--- config.mk ---
export PLATFORM = sky130hd
export DESIGN_NAME = eeprom_crc_key_command_unit
export DESIGN_NICKNAME = d
export VERILOG_FILES = /design/src/design/cmd_unit_pkg.sv /design/src/design/eeprom_crc_key_command_unit.sv
export VERILOG_INCLUDE_DIRS = /design/src /design/src/design
export SDC_FILE = /design/constraint.sdc
export NUM_CORES = 1
export LEC_CHECK = 0
export BUFFER_PORTS_ARGS = -buffer_cell sky130_fd_sc_hd__buf_2
export CORE_ASPECT_RATIO = 1.75
export CORE_UTILIZATION = 46
export DETAILED_ROUTE_END_ITERATION = 16
export PLACE_DENSITY = 0.66
export SYNTH_ARGS = -nofsm -noshare
export SYNTH_HDL_FRONTEND = slang
export SYNTH_SLANG_ARGS = --single-unit
export TNS_END_PERCENT = 5
--- constraint.sdc ---
create_clock -name pclk -period 3.72 [get_ports pclk]
set_input_delay 1.116 -clock pclk [delete_from_list [all_inputs] [get_ports pclk]]
set_output_delay 1.116 -clock pclk [all_outputs]
set_load 0.01 [all_outputs]
--- src/design/cmd_unit_params.svh ---
// offsets, codes, field positions and constants of the command unit
`ifndef CMD_UNIT_PARAMS_SVH
`define CMD_UNIT_PARAMS_SVH

// command codes
`define CMD_IDLE          8'h00
`define CMD_NVM_READ      8'h03
`define CMD_CONFIG_LOAD   8'h07
`define CMD_KEY_NVM       8'h0B
`define CMD_CRC           8'h12
`define CMD_KEY_FIFO      8'h19

// argument byte counts
`define ARGS_NVM_READ     7'h03
`define ARGS_CONFIG_LOAD  7'h02
`define ARGS_KEY_NVM      7'h02
`define ARGS_KEY_FIFO     7'h0C

// register byte offsets on the APB
`define OFS_COMMAND       12'h000
`define OFS_MAIN_STATUS   12'h004
`define OFS_ERROR_CAUSE   12'h008
`define OFS_REDUNDANCY    12'h00C
`define OFS_PRESET_LOW    12'h010
`define OFS_PRESET_HIGH   12'h014
`define OFS_RESULT_LOW    12'h018
`define OFS_RESULT_HIGH   12'h01C

// main status fields
`define ST_ERR_BIT        0
`define ST_CRC_DONE_BIT   1
`define ST_TX_IRQ_BIT     2
`define ST_BUSY_BIT       3
// error cause fields
`define ERR_KEY_BIT       0
`define ERR_ACCESS_BIT    1
`define ERR_CRC_BIT       3
// redundancy config fields
`define RED_WIDTH8_BIT    0
`define RED_ALGO_BIT      1

// reset values
`define PRESET_LOW_RST    8'h63
`define PRESET_HIGH_RST   8'h63
`define REDUNDANCY_RST    2'h0

// memory and register geometry
`define CONFIG_LEN        8'h20
`define KEY_LEN           8'h0C
`define CFG_REG_FIRST     6'h10
`define CFG_REG_LAST      6'h2F

// crc engine, reflected polynomials and good residues
`define POLY16_REFL       16'h8408
`define POLY8_REFL        8'hB8
`define RESIDUE_ALGO_A    16'h0000
`define RESIDUE_ALGO_B    16'hF0B8

`endif

--- src/design/cmd_unit_pkg.sv ---
// types shared by the command unit and its surroundings
package cmd_unit_pkg;

    typedef enum logic [2:0] {
        ST_IDLE,
        ST_WAIT_ARGS,
        ST_ARGS,
        ST_NVM_REQ,
        ST_NVM_WAIT,
        ST_CRC,
        ST_KEY_CHECK
    } state_e;

    typedef struct packed {
        logic       empty;
        logic       full;
        logic [6:0] level;
        logic [7:0] data;
    } fifo_status_s;

    typedef struct packed {
        logic       ack;
        logic [7:0] data;
    } nvm_rsp_s;

    typedef struct packed {
        logic       en;
        logic [5:0] addr;
        logic [7:0] data;
    } cfg_wr_s;

endpackage

--- src/design/eeprom_crc_key_command_unit.sv ---
// command unit: nvm read, config load, crc and key loading
//
// How it works
// - read args: address low, high, count
// - read copies count bytes nvm to fifo
// - host starts read; ends after last byte
// - read of key blocks sets access error
// - nvm addresses wrap modulo memory size
// - config load takes two-byte start address
// - config bytes go to registers 10h-2Fh
// - host starts config load; ends itself
// - config copy from key blocks: access error
// - crc eats all fifo bytes, results only
// - crc never ends; waits, idle stops it
// - eight-bit crc fixed degree-eight polynomial
// - sixteen-bit crc fixed degree-sixteen polynomial
// - crc done sets done and transmit irq
// - results and mismatch valid when done
// - errors set summary bit, cause latched
// - key from nvm: address, read, stop
// - bad key format: load anyway, key error
// - key from fifo: twelve bytes, check, stop
`include "cmd_unit_params.svh"
`timescale 1ns/1ns
`default_nettype none

module eeprom_crc_key_command_unit (
    input  wire logic                       pclk,
    input  wire logic                       presetn,
    input  wire logic                       clk_en,
    input  wire logic                       psel,
    input  wire logic                       penable,
    input  wire logic                       pwrite,
    input  wire logic [11:0]                paddr,
    input  wire logic [31:0]                pwdata,
    output logic      [31:0]                prdata,
    output logic                            pready,
    output logic                            pslverr,
    input  wire cmd_unit_pkg::fifo_status_s fifo_in,
    output logic                            fifo_pop,
    output logic                            fifo_wr,
    output logic      [7:0]                 fifo_wdata,
    output logic                            nvm_rd,
    output logic      [8:0]                 nvm_addr,
    input  wire cmd_unit_pkg::nvm_rsp_s     nvm_rsp,
    output cmd_unit_pkg::cfg_wr_s           cfg_wr,
    output logic                            key_load,
    output logic      [47:0]                key_value
);
    import cmd_unit_pkg::*;

    // ==========================================================
    // state
    state_e      state_q;
    logic [7:0]  cmd_q;
    logic [6:0]  need_q;
    logic [6:0]  idx_q;
    logic [7:0]  rem_q;
    logic [8:0]  addr_q;
    logic [5:0]  reg_ptr_q;
    logic [95:0] raw_q;
    logic        pop_q;
    logic        fifo_wr_q;
    logic [7:0]  fifo_wdata_q;
    logic        nvm_rd_q;
    cfg_wr_s     cfg_q;
    logic        key_load_q;
    logic [47:0] key_q;
    logic        pready_q;
    logic        pslverr_q;
    logic [31:0] prdata_q;
    logic [1:0]  redund_q;
    logic [7:0]  preset_lo_q;
    logic [7:0]  preset_hi_q;
    logic [15:0] crc_q;
    logic        done_q;
    logic        irq_q;
    logic        err_q;
    logic        acc_q;
    logic        key_format_error_flag_q;
    logic        crcbad_q;

    // ==========================================================
    // decode and events
    logic        access;
    logic        wr_en;
    logic        start;
    logic        nvm_hit;
    logic        acc_set;
    logic        key_set;
    logic        crc_pop;
    logic        done_d;
    logic        crc_bad;
    logic        mapped;
    logic [15:0] result;
    logic [11:0] key_ok;
    logic [47:0] key_nib;

    assign access  = psel && penable && pready_q;
    assign wr_en   = access && pwrite;
    assign start   = wr_en && (paddr == `OFS_COMMAND);
    assign nvm_hit = (state_q == ST_NVM_WAIT) && nvm_rsp.ack;
    assign acc_set = nvm_hit && (cmd_q != `CMD_KEY_NVM)
                     && (nvm_addr_q_hi() != 2'h0);
    assign key_set = (state_q == ST_KEY_CHECK) && !(&key_ok);
    assign crc_pop = (state_q == ST_CRC) && !fifo_in.empty && !pop_q;
    assign done_d  = (state_q == ST_CRC) && fifo_in.empty && !pop_q;
    assign crc_bad = redund_q[`RED_ALGO_BIT]
                     ? (crc_q != `RESIDUE_ALGO_B)
                     : (crc_q != `RESIDUE_ALGO_A);

    function automatic logic [1:0] nvm_addr_q_hi();
        return addr_q[8:7];
    endfunction

    // each stored key byte holds a nibble and its complement
    genvar gi;
    generate
        for (gi = 0; gi < 12; gi++)
        begin : g_key
            assign key_ok[gi] = (raw_q[gi*8+4 +: 4] == ~raw_q[gi*8 +: 4]);
            assign key_nib[gi*4 +: 4] = raw_q[gi*8 +: 4];
        end
    endgenerate

    // reflected lsb-first crc step, 8 or 16 bit wide
    function automatic logic [15:0] crc_step(input logic [15:0] c_in,
                                             input logic [7:0]  d,
                                             input logic        w8);
        logic [15:0] c;
        logic        fb;
        c  = c_in;
        fb = 1'b0;
        for (int i = 0; i < 8; i++)
        begin
            fb = c[0] ^ d[i];
            if (w8)
            begin
                c = {8'h00, 1'b0, c[7:1]};
                if (fb)
                    c[7:0] = c[7:0] ^ `POLY8_REFL;
            end
            else
            begin
                c = {1'b0, c[15:1]};
                if (fb)
                    c = c ^ `POLY16_REFL;
            end
        end
        return c;
    endfunction

    always_comb
    begin
        result = redund_q[`RED_ALGO_BIT] ? ~crc_q : crc_q;
        if (redund_q[`RED_WIDTH8_BIT])
            result[15:8] = 8'h00;
    end

    // ==========================================================
    // command sequencer
    always_ff @(posedge pclk or negedge presetn)
    begin
        if (!presetn)
        begin
            state_q      <= ST_IDLE;
            cmd_q        <= `CMD_IDLE;
            need_q       <= 7'h00;
            idx_q        <= 7'h00;
            rem_q        <= 8'h00;
            addr_q       <= 9'h000;
            reg_ptr_q    <= `CFG_REG_FIRST;
            raw_q        <= 96'h0;
            pop_q        <= 1'b0;
            fifo_wr_q    <= 1'b0;
            fifo_wdata_q <= 8'h00;
            nvm_rd_q     <= 1'b0;
            cfg_q        <= '0;
            key_load_q   <= 1'b0;
            key_q        <= 48'h0;
        end
        else if (clk_en)
        begin
            pop_q      <= 1'b0;
            fifo_wr_q  <= 1'b0;
            nvm_rd_q   <= 1'b0;
            cfg_q.en   <= 1'b0;
            key_load_q <= 1'b0;
            if (start)
            begin
                // a new command aborts the running one
                cmd_q     <= pwdata[7:0];
                idx_q     <= 7'h00;
                reg_ptr_q <= `CFG_REG_FIRST;
                unique case (pwdata[7:0])
                    `CMD_NVM_READ:
                    begin
                        need_q  <= `ARGS_NVM_READ;
                        state_q <= ST_WAIT_ARGS;
                    end
                    `CMD_CONFIG_LOAD:
                    begin
                        need_q  <= `ARGS_CONFIG_LOAD;
                        state_q <= ST_WAIT_ARGS;
                    end
                    `CMD_KEY_NVM:
                    begin
                        need_q  <= `ARGS_KEY_NVM;
                        state_q <= ST_WAIT_ARGS;
                    end
                    `CMD_KEY_FIFO:
                    begin
                        need_q  <= `ARGS_KEY_FIFO;
                        state_q <= ST_WAIT_ARGS;
                    end
                    `CMD_CRC:
                        state_q <= ST_CRC;
                    default:
                        state_q <= ST_IDLE;
                endcase
            end
            else
            begin
                unique case (state_q)
                    ST_IDLE: ;
                    ST_WAIT_ARGS:
                        // nothing is consumed before all args are queued
                        if (fifo_in.level >= need_q)
                            state_q <= ST_ARGS;
                    ST_ARGS:
                        if (!pop_q)
                        begin
                            pop_q <= 1'b1;
                            idx_q <= idx_q + 7'h01;
                            raw_q <= {fifo_in.data, raw_q[95:8]};
                            if (idx_q == 7'h00)
                                addr_q[7:0] <= fifo_in.data;
                            if (idx_q == 7'h01)
                                addr_q[8] <= fifo_in.data[0];
                            if (idx_q == need_q - 7'h01)
                            begin
                                unique case (cmd_q)
                                    `CMD_NVM_READ:
                                    begin
                                        rem_q   <= fifo_in.data;
                                        state_q <= (fifo_in.data == 8'h00)
                                                   ? ST_IDLE : ST_NVM_REQ;
                                    end
                                    `CMD_CONFIG_LOAD:
                                    begin
                                        rem_q   <= `CONFIG_LEN;
                                        state_q <= ST_NVM_REQ;
                                    end
                                    `CMD_KEY_NVM:
                                    begin
                                        rem_q   <= `KEY_LEN;
                                        state_q <= ST_NVM_REQ;
                                    end
                                    default:
                                        state_q <= ST_KEY_CHECK;
                                endcase
                            end
                        end
                    ST_NVM_REQ:
                        // for a read, the fifo must have room before a byte is fetched
                        if (!(cmd_q == `CMD_NVM_READ && fifo_in.full))
                        begin
                            nvm_rd_q <= 1'b1;
                            state_q  <= ST_NVM_WAIT;
                        end
                    ST_NVM_WAIT:
                        if (nvm_rsp.ack)
                        begin
                            rem_q  <= rem_q - 8'h01;
                            addr_q <= addr_q + 9'h001;
                            if (acc_set)
                                state_q <= ST_IDLE;
                            else
                            begin
                                if (cmd_q == `CMD_NVM_READ)
                                begin
                                    fifo_wr_q    <= 1'b1;
                                    fifo_wdata_q <= nvm_rsp.data;
                                end
                                else if (cmd_q == `CMD_CONFIG_LOAD)
                                begin
                                    cfg_q.en   <= 1'b1;
                                    cfg_q.addr <= reg_ptr_q;
                                    cfg_q.data <= nvm_rsp.data;
                                    reg_ptr_q  <= reg_ptr_q + 6'h01;
                                end
                                else
                                    raw_q <= {nvm_rsp.data, raw_q[95:8]};
                                if (rem_q == 8'h01)
                                    state_q <= (cmd_q == `CMD_KEY_NVM)
                                               ? ST_KEY_CHECK
                                               : ST_IDLE;
                                else
                                    state_q <= ST_NVM_REQ;
                            end
                        end
                    ST_CRC:
                        // stays until the host writes another command
                        pop_q <= crc_pop;
                    ST_KEY_CHECK:
                    begin
                        key_load_q <= 1'b1;
                        key_q      <= key_nib;
                        state_q    <= ST_IDLE;
                    end
                endcase
            end
        end
    end

    // ==========================================================
    // crc engine
    always_ff @(posedge pclk or negedge presetn)
    begin
        if (!presetn)
            crc_q <= 16'h0000;
        else if (clk_en)
        begin
            if (start && pwdata[7:0] == `CMD_CRC)
                crc_q <= {preset_hi_q, preset_lo_q};
            else if (crc_pop)
                crc_q <= crc_step(crc_q, fifo_in.data,
                                  redund_q[`RED_WIDTH8_BIT]);
        end
    end

    // ==========================================================
    // status and error flags; except for done, which a start clears, a set wins over a clear
    always_ff @(posedge pclk or negedge presetn)
    begin
        if (!presetn)
        begin
            done_q   <= 1'b0;
            irq_q    <= 1'b0;
            err_q    <= 1'b0;
            acc_q    <= 1'b0;
            key_format_error_flag_q <= 1'b0;
            crcbad_q <= 1'b0;
        end
        else if (clk_en)
        begin
            done_q <= done_d && !start;
            if (done_d && !done_q)
                irq_q <= 1'b1;
            else if (wr_en && paddr == `OFS_MAIN_STATUS
                     && pwdata[`ST_TX_IRQ_BIT])
                irq_q <= 1'b0;
            if (acc_set)
                acc_q <= 1'b1;
            else if (start)
                acc_q <= 1'b0;
            if (key_set)
                key_format_error_flag_q <= 1'b1;
            else if (start)
                key_format_error_flag_q <= 1'b0;
            if (done_d && !done_q)
                crcbad_q <= crc_bad;
            else if (start)
                crcbad_q <= 1'b0;
            if (acc_set || key_set || (done_d && !done_q && crc_bad))
                err_q <= 1'b1;
            else if (start)
                err_q <= 1'b0;
        end
    end

    // ==========================================================
    // apb slave, answers in the second access cycle
    always_comb
    begin
        unique case (paddr)
            `OFS_COMMAND, `OFS_MAIN_STATUS, `OFS_ERROR_CAUSE,
            `OFS_REDUNDANCY, `OFS_PRESET_LOW, `OFS_PRESET_HIGH,
            `OFS_RESULT_LOW, `OFS_RESULT_HIGH:
                mapped = 1'b1;
            default:
                mapped = 1'b0;
        endcase
    end

    always_ff @(posedge pclk or negedge presetn)
    begin
        if (!presetn)
        begin
            pready_q    <= 1'b0;
            pslverr_q   <= 1'b0;
            prdata_q    <= 32'h0;
            redund_q    <= `REDUNDANCY_RST;
            preset_lo_q <= `PRESET_LOW_RST;
            preset_hi_q <= `PRESET_HIGH_RST;
        end
        else if (clk_en)
        begin
            pready_q  <= psel && penable && !pready_q;
            pslverr_q <= psel && penable && !pready_q && !mapped;
            prdata_q  <= 32'h0;
            if (psel && penable && !pready_q && !pwrite)
            begin
                unique case (paddr)
                    `OFS_COMMAND:
                        prdata_q[7:0] <= (state_q == ST_IDLE)
                                         ? `CMD_IDLE : cmd_q;
                    `OFS_MAIN_STATUS:
                    begin
                        prdata_q[`ST_ERR_BIT]      <= err_q;
                        prdata_q[`ST_CRC_DONE_BIT] <= done_q;
                        prdata_q[`ST_TX_IRQ_BIT]   <= irq_q;
                        prdata_q[`ST_BUSY_BIT]     <= state_q != ST_IDLE;
                    end
                    `OFS_ERROR_CAUSE:
                    begin
                        prdata_q[`ERR_KEY_BIT]    <= key_format_error_flag_q;
                        prdata_q[`ERR_ACCESS_BIT] <= acc_q;
                        prdata_q[`ERR_CRC_BIT]    <= crcbad_q;
                    end
                    `OFS_REDUNDANCY:
                        prdata_q[1:0] <= redund_q;
                    `OFS_PRESET_LOW:
                        prdata_q[7:0] <= preset_lo_q;
                    `OFS_PRESET_HIGH:
                        prdata_q[7:0] <= preset_hi_q;
                    `OFS_RESULT_LOW:
                        prdata_q[7:0] <= result[7:0];
                    `OFS_RESULT_HIGH:
                        prdata_q[7:0] <= result[15:8];
                    default: ;
                endcase
            end
            if (wr_en && paddr == `OFS_REDUNDANCY)
                redund_q <= pwdata[1:0];
            if (wr_en && paddr == `OFS_PRESET_LOW)
                preset_lo_q <= pwdata[7:0];
            if (wr_en && paddr == `OFS_PRESET_HIGH)
                preset_hi_q <= pwdata[7:0];
        end
    end

    // ==========================================================
    // outputs
    assign prdata     = prdata_q;
    assign pready     = pready_q;
    assign pslverr    = pslverr_q;
    assign fifo_pop   = pop_q;
    assign fifo_wr    = fifo_wr_q;
    assign fifo_wdata = fifo_wdata_q;
    assign nvm_rd     = nvm_rd_q;
    assign nvm_addr   = addr_q;
    assign cfg_wr     = cfg_q;
    assign key_load   = key_load_q;
    assign key_value  = key_q;
endmodule

`default_nettype wire

* Word-level counts from Yosys, hierarchy flattened
Memory sizes are Yosys's and may differ from the RTL's. Cells that the tools add are included.
Word-level totals: ROM bits 32, bits of input ports 76, memories 1, bits in registers 269
Memory list:
- (name not given) | words 32, width 1, rd ports 1, clocked after memory_dff 0, wr ports 0, line eeprom_crc_key_command_unit.sv:376 | unique case (paddr)
Operators by class: muxes and demuxes 122, reduce and logical (&&, ||, !) cells 81, bitwise operators 40, magnitude comparators 1, $add $sub $neg 5, equality and inequality tests 55
Operators by type and width (number):
- 16-bit 2-to-1 mux | 40
- 96-bit 2-to-1 mux | 5
- 96-bit case mux with 2 select lines | 1
- 8-bit 2-to-1 mux | 15
- 15-bit 2-to-1 mux | 6
- 12-bit by 5-bit equality test with 1-bit output, second input constant | 4
- 4-bit equality test | 12
- 4-bit NOT | 12
- 6-bit 2-to-1 mux | 6
- 3-bit NOT with 4-bit output | 8
- 3-bit 2-to-1 mux | 9
- 1-bit logical AND | 25
- 12-bit by 4-bit equality test with 1-bit output, second input constant | 2
- 2-bit NOT with 3-bit output | 8
- 8-bit case mux with 3 select lines | 1
- 6-bit AND reduction | 4
- 2-bit nonzero test | 12
- 1-bit 2-to-1 mux | 22
- 7-bit 2-to-1 mux | 3
- 7-bit case mux with 3 select lines | 1
- 7-bit AND reduction | 3
- 2-bit inequality test, second input constant | 10
- 4-bit case mux with 5 select lines | 1
- 2-bit AND reduction | 10
- other kinds (49) | 84

* Depth between registers and ports, before layout
Gate-level depths: netlist (run 1).
depth in word-level cells 48, gate-level depth with buffers 10

* Worst setup path before layout (run 1)
Ideal clock, no wire load.
path type input to register, start input paddr[5], end register key_q[39] (netlist: key_value[39]), required time 3.593 ns, data arrival time 2.692 ns, slack 0.901 ns, buffers on the path 3, library setup time 0.127 ns, stages on the path 8, cell sequence nor3_1 > nand3_1 > or2_2 > buf_2 > nand2b_2 > buf_6 > buf_6 > mux2_1
On the way: longest elaborated chain between the ends 4
Ends and longest elaborated chain:
- from (decl) | line eeprom_crc_key_command_unit.sv:34 | input wire logic [11:0] paddr,
- 12-bit zero test
- 1-bit logical AND | line eeprom_crc_key_command_unit.sv:101 | assign start = wr_en && (paddr == `OFS_COMMAND);
- 1-bit NOT (no line)
- 3-bit AND reduction (no line)
- to (signal assigned) | line eeprom_crc_key_command_unit.sv:308 | key_q <= key_nib;
- to (decl) | line eeprom_crc_key_command_unit.sv:68 | logic [47:0] key_q;
No other way between the ends. A chain may end at the register's enable or synchronous reset.

* Worst setup path in the final report (run 1)
start register need_q[0], end register rem_q[1]
On the way: longest elaborated chain between the ends 4
Ends and longest elaborated chain:
- from (decl) | line eeprom_crc_key_command_unit.sv:56 | logic [6:0] need_q;
- from (signal assigned) | line eeprom_crc_key_command_unit.sv:198 | need_q <= `ARGS_NVM_READ;
- from (signal assigned) | line eeprom_crc_key_command_unit.sv:203 | need_q <= `ARGS_CONFIG_LOAD;
- from (signal assigned) | line eeprom_crc_key_command_unit.sv:208 | need_q <= `ARGS_KEY_NVM;
- 7-bit by 1-bit subtractor with 7-bit output | line eeprom_crc_key_command_unit.sv:240 | if (idx_q == need_q - 7'h01)
- 7-bit equality test | line eeprom_crc_key_command_unit.sv:240
- 2-bit inequality test (no line)
- 7-bit AND reduction (no line)
- to (signal assigned) | line eeprom_crc_key_command_unit.sv:245 | rem_q <= fifo_in.data;
- to (signal assigned) | line eeprom_crc_key_command_unit.sv:251 | rem_q <= `CONFIG_LEN;
- to (signal assigned) | line eeprom_crc_key_command_unit.sv:256 | rem_q <= `KEY_LEN;
- to (decl) | line eeprom_crc_key_command_unit.sv:58 | logic [7:0] rem_q;
No other way between the ends.

==> results_dict.tcl, run 1 <==
set metrics [dict create \
    layout_common_cells "dfrtp_1, buf_2, mux2_2, nand2_1, xnor2_1" \
    synthToLayoutAreaGrowth_pct 14.1 \
    die_h_um 229 \
    dp.cells 1690 \
    drc_errors 0 \
    syn-cell-area_um2 13500 \
    rsz0062_at_grt "false" \
    cts_root_buf "clkbuf_16" \
    grt_max_degree 88 \
    startpoint_type "flip-flop" \
    outcome "finished clean" \
    critPathRequiredTime_ps 4100 \
    drt_iter0_markers 466 \
    wirelength_um 36500 \
    finalHoldViolCount 0 \
    cts_hold_buffers 0 \
    gp_congestion 0.961 \
    fin_cells 1738 \
    slowest_stage "dfrtp_1" \
    maxSlewHeadroom_pct 47.8 \
    crit_path_frequent_cell "ha_1" \
    max_stage_delay_ps 450 \
    io_buffers 145 \
    antenna_found_initial 1 \
    power_density_nw_per_um2 378 \
    rows 82 \
    drive_above_1_share_pct 28.5 \
    routed_via_density 5.66 \
    tns_ps 0 \
    tightest_slew_ps 783 \
    crit_arrival_ps 3300 \
    netlist_instances 1196 \
    ys_ff_latch 265 \
    maxCapViolCount 0 \
    cts.repair.resized 0 \
    ys_types 90 \
    grt_pass1_vias 10066 \
    setup_viol 0 \
    finalMaxSlewViolations 0 \
    timing.final.crit_share_pct 78.6 \
    r2r_cells 9 \
    cts_tree "built" \
    diodes 0 \
    path_cells "inv_1 -> ha_1 -> ha_1 -> xnor2_1 -> a2111oi_0 -> a31o_2 -> o2111ai_2 -> a311oi_1 -> a21oi_1" \
    h-tree-depth 1 \
    async_reset_ff_share_pct 100 \
    overflow 0 \
    start_util_pct 46.9 \
    cp_max_fo 17 \
    vias 9841 \
    place_hpwl_um 27400 \
    grt_usage_pct 24.5 \
    ys_seq_area_share_pct 49.1 \
    routedWlPerCell_um 21.0 \
    core-area_um2 28800 \
    cts_buffers 26 \
    hold_depth 1 \
    die_area_um2 30100 \
    synth_edf_count 0 \
    grt_pass1_wl_um 56700 \
    firstDrtPassIters 5 \
    syn_avg_cell_area_um2 11.3 \
    path_clk_slew_ps 60 \
    final_common_cell "dfrtp_1" \
    ant_nets 0 \
    fmax_ghz 0.342 \
    yosysWarnings 0 \
    cts_buffer_depth 3 \
    cts.sinks 265 \
    worst_hold_path_type "reg2reg" \
    ir_drop_v 0.000336 \
    finClkSkew_ps 15.2 \
    fin_nets 1429 \
    p_leak_nw 7.42 \
    io_pins 194 \
    clock_latency_ps 540 \
    synth-main-ff-cell "dfrtp_1" \
    crit_type "reg2reg" \
    fp.dieW_um 132 \
    cts_setup_buffers 0 \
    end_kind "flip-flop" \
    layout_min_cycle_time_ps 2920 \
]
-- logic make-up (layout without fill, tap and decap cells) --
family | Yosys count | count (layout) | synth area share, %
XOR/XNOR | 107 | 107 | 7.40
AO/OA/AOI/OAI | 200 | 200 | 10.0
adder cells (fa/ha/maj) | 13 | 13 | 1.20
buffers and inverters | 108 | 249 | 4.64
AND/OR/NAND/NOR | 312 | 312 | 11.9
flip-flops | 265 | 265 | 49.1
multiplexers | 190 | 190 | 15.7
other | 1 | 24 | 0.0277
-- Yosys cell counts, drive strengths merged, types with 7 or more instances --
cell       n  area, um^2
a21oi     42         210
xnor2     85         767
nand2b     7        46.3
dfrtp    256        6410
ha        13         163
a31oi     14        87.6
nand4     10        62.6
nor2      68         265
clkbuf    29         109
o22ai     11        68.8
nor3      37         210
xor2      19         166
mux2     179        2020
nor4      25         178
nand3     26         135
buf       56         433
or3        7        43.8
mux2i     11         110
a211oi    10        85.1
nand2     84         315
dfstp      9         236
inv       23        86.3
and3       7        43.8
o2bb2ai    7        61.3
nor2b     12        75.1
o21ai     54         274
-- layout make-up --
class,instances,area (um^2)
Sequential cell,265,6640
Clock inverter,7,45.0
Tap cell,378,473
Multi-Input combinational cell,846,6370
Timing Repair Buffer,178,1060
Fill cell,2558,13400
Inverter,23,86.3
Clock buffer,41,768
-- path summary, 6_finish.rpt --
path / startpoint / endpoint / slack (ps)
worst min register to register: prdata[4]$_DFFE_PN0P_ / prdata[4]$_DFFE_PN0P_ / 490
min in group asynchronous: presetn / key_value[24]$_DFFE_PN0P_ / 600
worst max register to register: need_q[0]$_DFFE_PN0P_ / rem_q[1]$_DFFE_PN0P_ / 800
worst min-delay path: prdata[4]$_DFFE_PN0P_ / prdata[4]$_DFFE_PN0P_ / 490
worst max-delay path: need_q[0]$_DFFE_PN0P_ / rem_q[1]$_DFFE_PN0P_ / 800
max in group asynchronous: presetn / raw_q[78]$_DFFE_PN0P_ / 2300
-- worst max-delay path: cells and delay by family, from the launching register on --
kind            cells  cell delay (ps)
buf+inv             1              110
flops               1              450
compound gates      5             1590
xor+xnor            1              120
fa+ha+maj           2              500
-- power by group --
part | internal, mW | switching, mW | total [mW]
clock network | 1.42 | 1.10 | 2.52
registers | 2.90 | 0.0278 | 2.93
logic | 0.150 | 0.243 | 0.394
total | 4.47 | 1.37 | 5.84
-- per-stage QoR --
stage	power, mW	hold slack (ps)	worst slack (ps)	cell area (um^2)	utilization, %
final	5.84	491	797	15400	53.6
after global routing	6.06	511	533	15400	53.6
after CTS	5.90	495	824	15400	53.6
after detailed placement	3.37	474	502	14600	50.7
after global placement	3.37	469	536	14600	50.7
after floorplan	3.21	450	901	13600	-
-- registers in the layout, summed over array words and instances, names as in the netlist, 2 cells and up --
signal	flops
nvm_addr	9
preset_lo_q	8
idx_q	7
preset_hi_q	8
cfg_wr	15
need_q	3
crc_q	16
fifo_wdata	8
raw_q	96
prdata	8
rem_q	8
reg_ptr_q	6
state_q	3
redund_q	2
key_value	48
cmd_q	8
-- per-layer routing --
metal | track usage [%] | wire, um
met1 | 25.5 | 12900
met2 | 45.6 | 19700
met3 | 2.73 | 1270
met4 | 16.9 | 2630
met5 | 0 | 8
Note: power is estimated with default switching activity, not from simulation.
==> run 2: changes to the inputs <==
- clock period: 3.72 -> 2.7 ns (I/O delays scaled with it)
==> run 2 against run 1 <==
  * Critical endpoint is now state_q[2]$_DFFE_PN0P_
  * Non-clock buffer count is 50 higher
  * Fmax up 20%
  * Utilization up 1.7 points
  * Clock skew down 3.3 ps
  * Clock-buffer cell count fell by 8
  * Largest power group unchanged
  * Setup slack got worse by 540 ps
==> results_dict.tcl, run 2 (same netlist as run 1, synthesis figures left out) <==
set metrics [dict create \
    outcome "finished clean" \
    multi_input_area_um2 6370 \
    finClkSkew_ps 11.9 \
    h-tree-depth 1 \
    finalHoldViolCount 0 \
    rrSetupSlack_ps 260 \
    power_density_nw_per_um2 520 \
    io_pins 194 \
    die_area_um2 30100 \
    core-area_um2 28800 \
    path_clk_slew_ps 70 \
    grt_pass1_wl_um 58300 \
    ant_nets 0 \
    final_util_pct 55.3 \
    grt_usage_pct 25.2 \
    cts_tree "built" \
    cp_max_fo 4 \
    cts.repair.resized 0 \
    gp_congestion 1.01 \
    slowest_stage "dfrtp_1" \
    final_common_cell "dfrtp_1" \
    maxCapViolCount 0 \
    max_stage_delay_ps 380 \
    diodes 0 \
    cts_hold_buffers 0 \
    grt_max_degree 71 \
    fin_nets 1478 \
    drive_above_1_share_pct 31.4 \
    overflow 0 \
    layout_common_cells "dfrtp_1, buf_2, mux2_2, nand2_1, xnor2_1" \
    wirelength_um 37200 \
    startpoint_type "flip-flop" \
    drt_iter0_markers 474 \
    fp.dieW_um 132 \
    layout_min_cycle_time_ps 2440 \
    design_power_total_mw 8.29 \
    synthToLayoutAreaGrowth_pct 17.8 \
    crit_arrival_ps 2850 \
    cts_root_buf "clkbuf_16" \
    firstDrtPassIters 7 \
    start_util_pct 46.9 \
    worst_hold_path_type "in2async" \
    design_area_um2 15900 \
    cts_buffers 25 \
    largest_register "raw_q" \
    routedWlPerCell_um 20.9 \
    cts.sinks 265 \
    tightest_slew_ps 739 \
    rows 82 \
    ir_drop_v 0.000533 \
    end_kind "flip-flop" \
    seq_area_um2 6640 \
    maxSlewHeadroom_pct 50.7 \
    vias 10065 \
    drc_errors 0 \
    place_area_um2 15100 \
    grt_pass1_vias 10291 \
    path_cells "inv_1 -> ha_1 -> ha_1 -> xnor2_1 -> a2111oi_1 -> a31o_2 -> nand4_1 -> nand2_1 -> mux2_2" \
    critPathRequiredTime_ps 3110 \
    p_leak_nw 7.71 \
    crit_path_frequent_cell "ha_1" \
    place_hpwl_um 28200 \
    antenna_found_initial 1 \
    largest_register_ffs 96 \
    fmax_ghz 0.410 \
    nFillCells 2536 \
    io_buffers 145 \
    clock_latency_ps 530 \
    rsz0062_at_grt "false" \
    routed_via_density 5.64 \
    cts_buffer_depth 3 \
    crit_type "reg2reg" \
    setup_viol 0 \
    finalMaxSlewViolations 0 \
    die_h_um 229 \
    timing.final.crit_share_pct 90.4 \
    cts_setup_buffers 0 \
]
run 2: cell types whose count changed in the layout (fill, tap and decap cells not counted), moves of 2 or more:
cell / previous run / this run
clkbuf_16: 27 / 25
buf_4: 27 / 71
clkbuf_8: 4 / 6
buf_12: 6 / 12
clkinv_4: 2 / 0
bufinv_16: 0 / 3
clkbuf_1: 10 / 2
run 2: per-stage QoR:
step | setup WS (ps) | instances | TNS (ps) | hold slack [ps]
after floorplan | 187 | 1219 | 0 | 450
after global placement | -6.14 | 1740 | -54.5 | 468
after detailed placement | -64.0 | 1740 | -2110 | 471
after CTS | 229 | 1784 | 0 | 268
after global routing | 6.86 | 1784 | 0 | 298
final | 259 | 1784 | 0 | 268
run 2: worst paths after layout:
kind                       depth (start not counted)                      to                  start
setup / recovery                                   9  state_q[2]$_DFFE_PN0P_  need_q[1]$_DFFE_PN0P_
hold / removal                                     1   raw_q[52]$_DFFE_PN0P_                presetn
setup reg to reg                                   9  state_q[2]$_DFFE_PN0P_  need_q[1]$_DFFE_PN0P_
hold reg to reg                                    1   prdata[4]$_DFFE_PN0P_  prdata[4]$_DFFE_PN0P_
max in group asynchronous                          2   cfg_wr[5]$_DFFE_PN0P_                presetn
min in group pclk                                  1   prdata[4]$_DFFE_PN0P_  prdata[4]$_DFFE_PN0P_
run 2: critical path: cells and delay by family (launching register included):
| kind | cells | cell delay (ps) |
|---|---|---|
| buf+inv | 1 | 90 |
| mux | 1 | 340 |
| flops | 1 | 380 |
| xor+xnor | 1 | 120 |
| compound gates | 2 | 610 |
| fa+ha+maj | 2 | 470 |
| simple gates | 2 | 310 |
run 2: cell type report:
cell class / count / share of cell area, %
tap: 378 / 2.97
inverter: 23 / 0.542
multi-input combinational: 846 / 39.9
timing repair buffer: 228 / 9.47
sequential: 265 / 41.7
clock buffer: 33 / 4.49
clock inverter: 11 / 0.911
run 2: power by group:
group / switching [mW] / internal (mW) / total (mW)
combinational: 0.340 / 0.236 / 0.576
clock: 1.52 / 2.16 / 3.68
sequential: 0.0396 / 3.99 / 4.03
run 2: layer usage:
layer  up-vias  part of all wire [%]  global-route usage, %
li1       4632                     -                      -
met1      4966                    35                   25.8
met2       343                    54                   47.4
met3       122                   4.2                   3.15
met4         2                   7.3                   17.1
met5         -                 0.027                      0
==> run 3: changes to the inputs <==
- ABC_AREA: not set -> 1
==> run 3 against run 2 <==
  * Via count rose by 15%
  * Utilization fell by 0.35 points
  * Final area fell by 0.98%
  * Total power fell by 1.9%
  * Highest routed layer is now met4
  * Cell count rose by 25%
  * Routed wire length rose by 1.9%
  * Register-to-register slack improved by 140 ps
  * Clock skew rose by 9.0 ps
  * First-iteration DRC count rose by 20%
  * Synthesized cell count rose by 38%
==> results_dict.tcl, run 3 <==
set metrics [dict create \
    outcome "finished clean" \
    drc_errors 0 \
    largest_register_ffs 96 \
    layout_common_cells "nand2_1, dfrtp_1, o21ai_0, inv_1, buf_2" \
    fin_nets 1923 \
    cts_tree "built" \
    crit_type "reg2reg" \
    multi_input_area_um2 5730 \
    netlist_instances 1654 \
    critPathRequiredTime_ps 3160 \
    io_pins 194 \
    synthToLayoutAreaGrowth_pct 16.9 \
    overflow 0 \
    start_util_pct 47.0 \
    nFillCells 2781 \
    design_area_um2 15800 \
    h-tree-depth 1 \
    path_clk_slew_ps 70 \
    drive_above_1_share_pct 16.9 \
    die_h_um 229 \
    ys_types 54 \
    timing.final.crit_share_pct 85.2 \
    cts.sinks 265 \
    finClkSkew_ps 20.9 \
    dp_worst_setup_slack_ps -125 \
    layout_min_cycle_time_ps 2300 \
    cts_setup_buffers 0 \
    setup_viol 0 \
    gp_congestion 1.00 \
    worst_slack_ps 400 \
    r2r_cells 11 \
    p_leak_nw 8.13 \
    maxCapViolCount 0 \
    worst_hold_path_type "in2async" \
    maxSlewHeadroom_pct 63.0 \
    grt_max_degree 73 \
    routedWlPerCell_um 17.0 \
    yosysMostFrequentCell "nand2_1" \
    met1_usage_pct 26.0 \
    synth_top_cell_by_area "dfrtp_1" \
    power_density_nw_per_um2 515 \
    ant_nets 0 \
    crit_arrival_ps 2760 \
    finalHoldViolCount 0 \
    ys_seq_area_share_pct 49.2 \
    fmax_ghz 0.435 \
    cts_buffers 26 \
    routed_via_density 5.19 \
    core-area_um2 28700 \
    place_hpwl_um 29100 \
    clock_latency_ps 550 \
    tightest_slew_ps 550 \
    ys_top_cells_by_count "nand2_1, dfrtp_1, o21ai_0" \
    cp_max_fo 12 \
    ys_ff_latch 265 \
    place_area_um2 14900 \
    antenna_found_initial 0 \
    diodes 0 \
    fp.dieW_um 131 \
    cts_hold_buffers 0 \
    ir_drop_v 0.000456 \
    grt_pass1_vias 11673 \
    async_reset_ff_share_pct 100 \
    firstDrtPassIters 5 \
    grt_pass1_wl_um 60700 \
    drt_iter0_markers 567 \
    rsz0062_at_grt "false" \
    met2_usage_pct 49.7 \
    final_util_pct 54.9 \
    rr_startpoint "need_q[0]$_DFFE_PN0P_" \
    end_kind "flip-flop" \
    finalMaxSlewViolations 0 \
    startpoint_type "flip-flop" \
    die_area_um2 30100 \
    largest_register "raw_q" \
    rows 82 \
    yosysWarnings 0 \
    io_buffers 145 \
    netlist.area_leader.share_pct 47.5 \
    grt_usage_pct 25.9 \
    cts_buffer_depth 3 \
    synth-main-ff-cell "dfrtp_1" \
    cts_root_buf "clkbuf_16" \
    hold_slack_ps 181 \
    wirelength_um 37900 \
    synth_edf_count 0 \
    syn_avg_cell_area_um2 8.16 \
    seq_area_um2 6640 \
    busiest_layer "met2" \
    vias 11577 \
    final_common_cell "nand2_1" \
    syn-cell-area_um2 13500 \
    reg2reg_to "rem_q[4]$_DFFE_PN0P_" \
    use_met3_pct 2.86 \
    rrSetupSlack_ps 400 \
    synth.area.top_cells "dfrtp_1, nand2_1, o21ai_0" \
]
run 3: final cells by class:
type	instances	area share, %
Sequential cell	265	42.1
Multi-Input combinational cell	1137	36.3
Timing Repair Buffer	208	8.45
Clock buffer	37	4.77
Inverter	196	4.72
Tap cell	378	3.00
Clock inverter	11	0.674
run 3: power by group:
group          switching (mW)  internal (mW)  leakage, nW
Sequential             0.0228           4.01         3.09
Clock                    1.60           2.06        0.414
Combinational           0.302          0.144         4.63
Total                    1.92           6.21         8.13
run 3: worst max path at each step:
stage | startpoint | endpoint | slack (ps) | cells after the start
CTS | state_q[2]$_DFFE_PN0P_ | nvm_addr[5]$_DFFE_PN0P_ | 160 | 10
global route | need_q[0]$_DFFE_PN0P_ | rem_q[4]$_DFFE_PN0P_ | 130 | 11
global placement | paddr[10] | nvm_addr[5]$_DFFE_PN0P_ | -120 | 12
floorplan | paddr[5] | crc_q[10]$_DFFE_PN0P_ | 360 | 14
detailed placement | paddr[10] | nvm_addr[5]$_DFFE_PN0P_ | -130 | 12
finish | need_q[0]$_DFFE_PN0P_ | rem_q[4]$_DFFE_PN0P_ | 400 | 11
run 3: critical path, cell delays in order (launching register included):
cell,delay [ps]
dfrtp_1,380
inv_1,90
ha_1,200
ha_1,280
xnor2_1,130
nor3_1,170
nand4_1,180
nand2_1,150
nand3_2,130
inv_1,280
nor2_1,70
a31oi_1,130
run 3: layer usage:
| layer | share of wire (%) | vias to the layer above |
|---|---|---|
| met5 | 0 | - |
| met4 | 6.3 | 0 |
| met3 | 3.7 | 112 |
| met2 | 55 | 293 |
| met1 | 35 | 5495 |
| li1 | - | 5677 |
run 3: through the flow:
stage / setup TNS, ps / power (mW) / std cells
6_report: 0 / 8.13 / 2232
5_1_grt: 0 / 8.43 / 2232
4_1_cts: 0 / 8.22 / 2232
3_5_place_dp: -125 / 4.56 / 2184
3_3_place_gp: -119 / 4.55 / 2184
2_1_floorplan: 0 / 4.31 / 1677
run 3: logic make-up after synthesis:
logic type      share of synthesized area, %
simple gates                            21.9
compound gates                          12.9
buf+inv                                 9.04
flops                                   49.2
xor+xnor                                3.69
mux                                     2.00
fa+ha+maj                               1.21
other cells                           0.0278
run 3: timing repair:
| item | in CTS | in global routing |
|---|---|---|
| hold endpoints to repair | 0 | 0 |
| resized for setup | 0 | 1 |
| setup endpoints to repair | 0 | 1 |
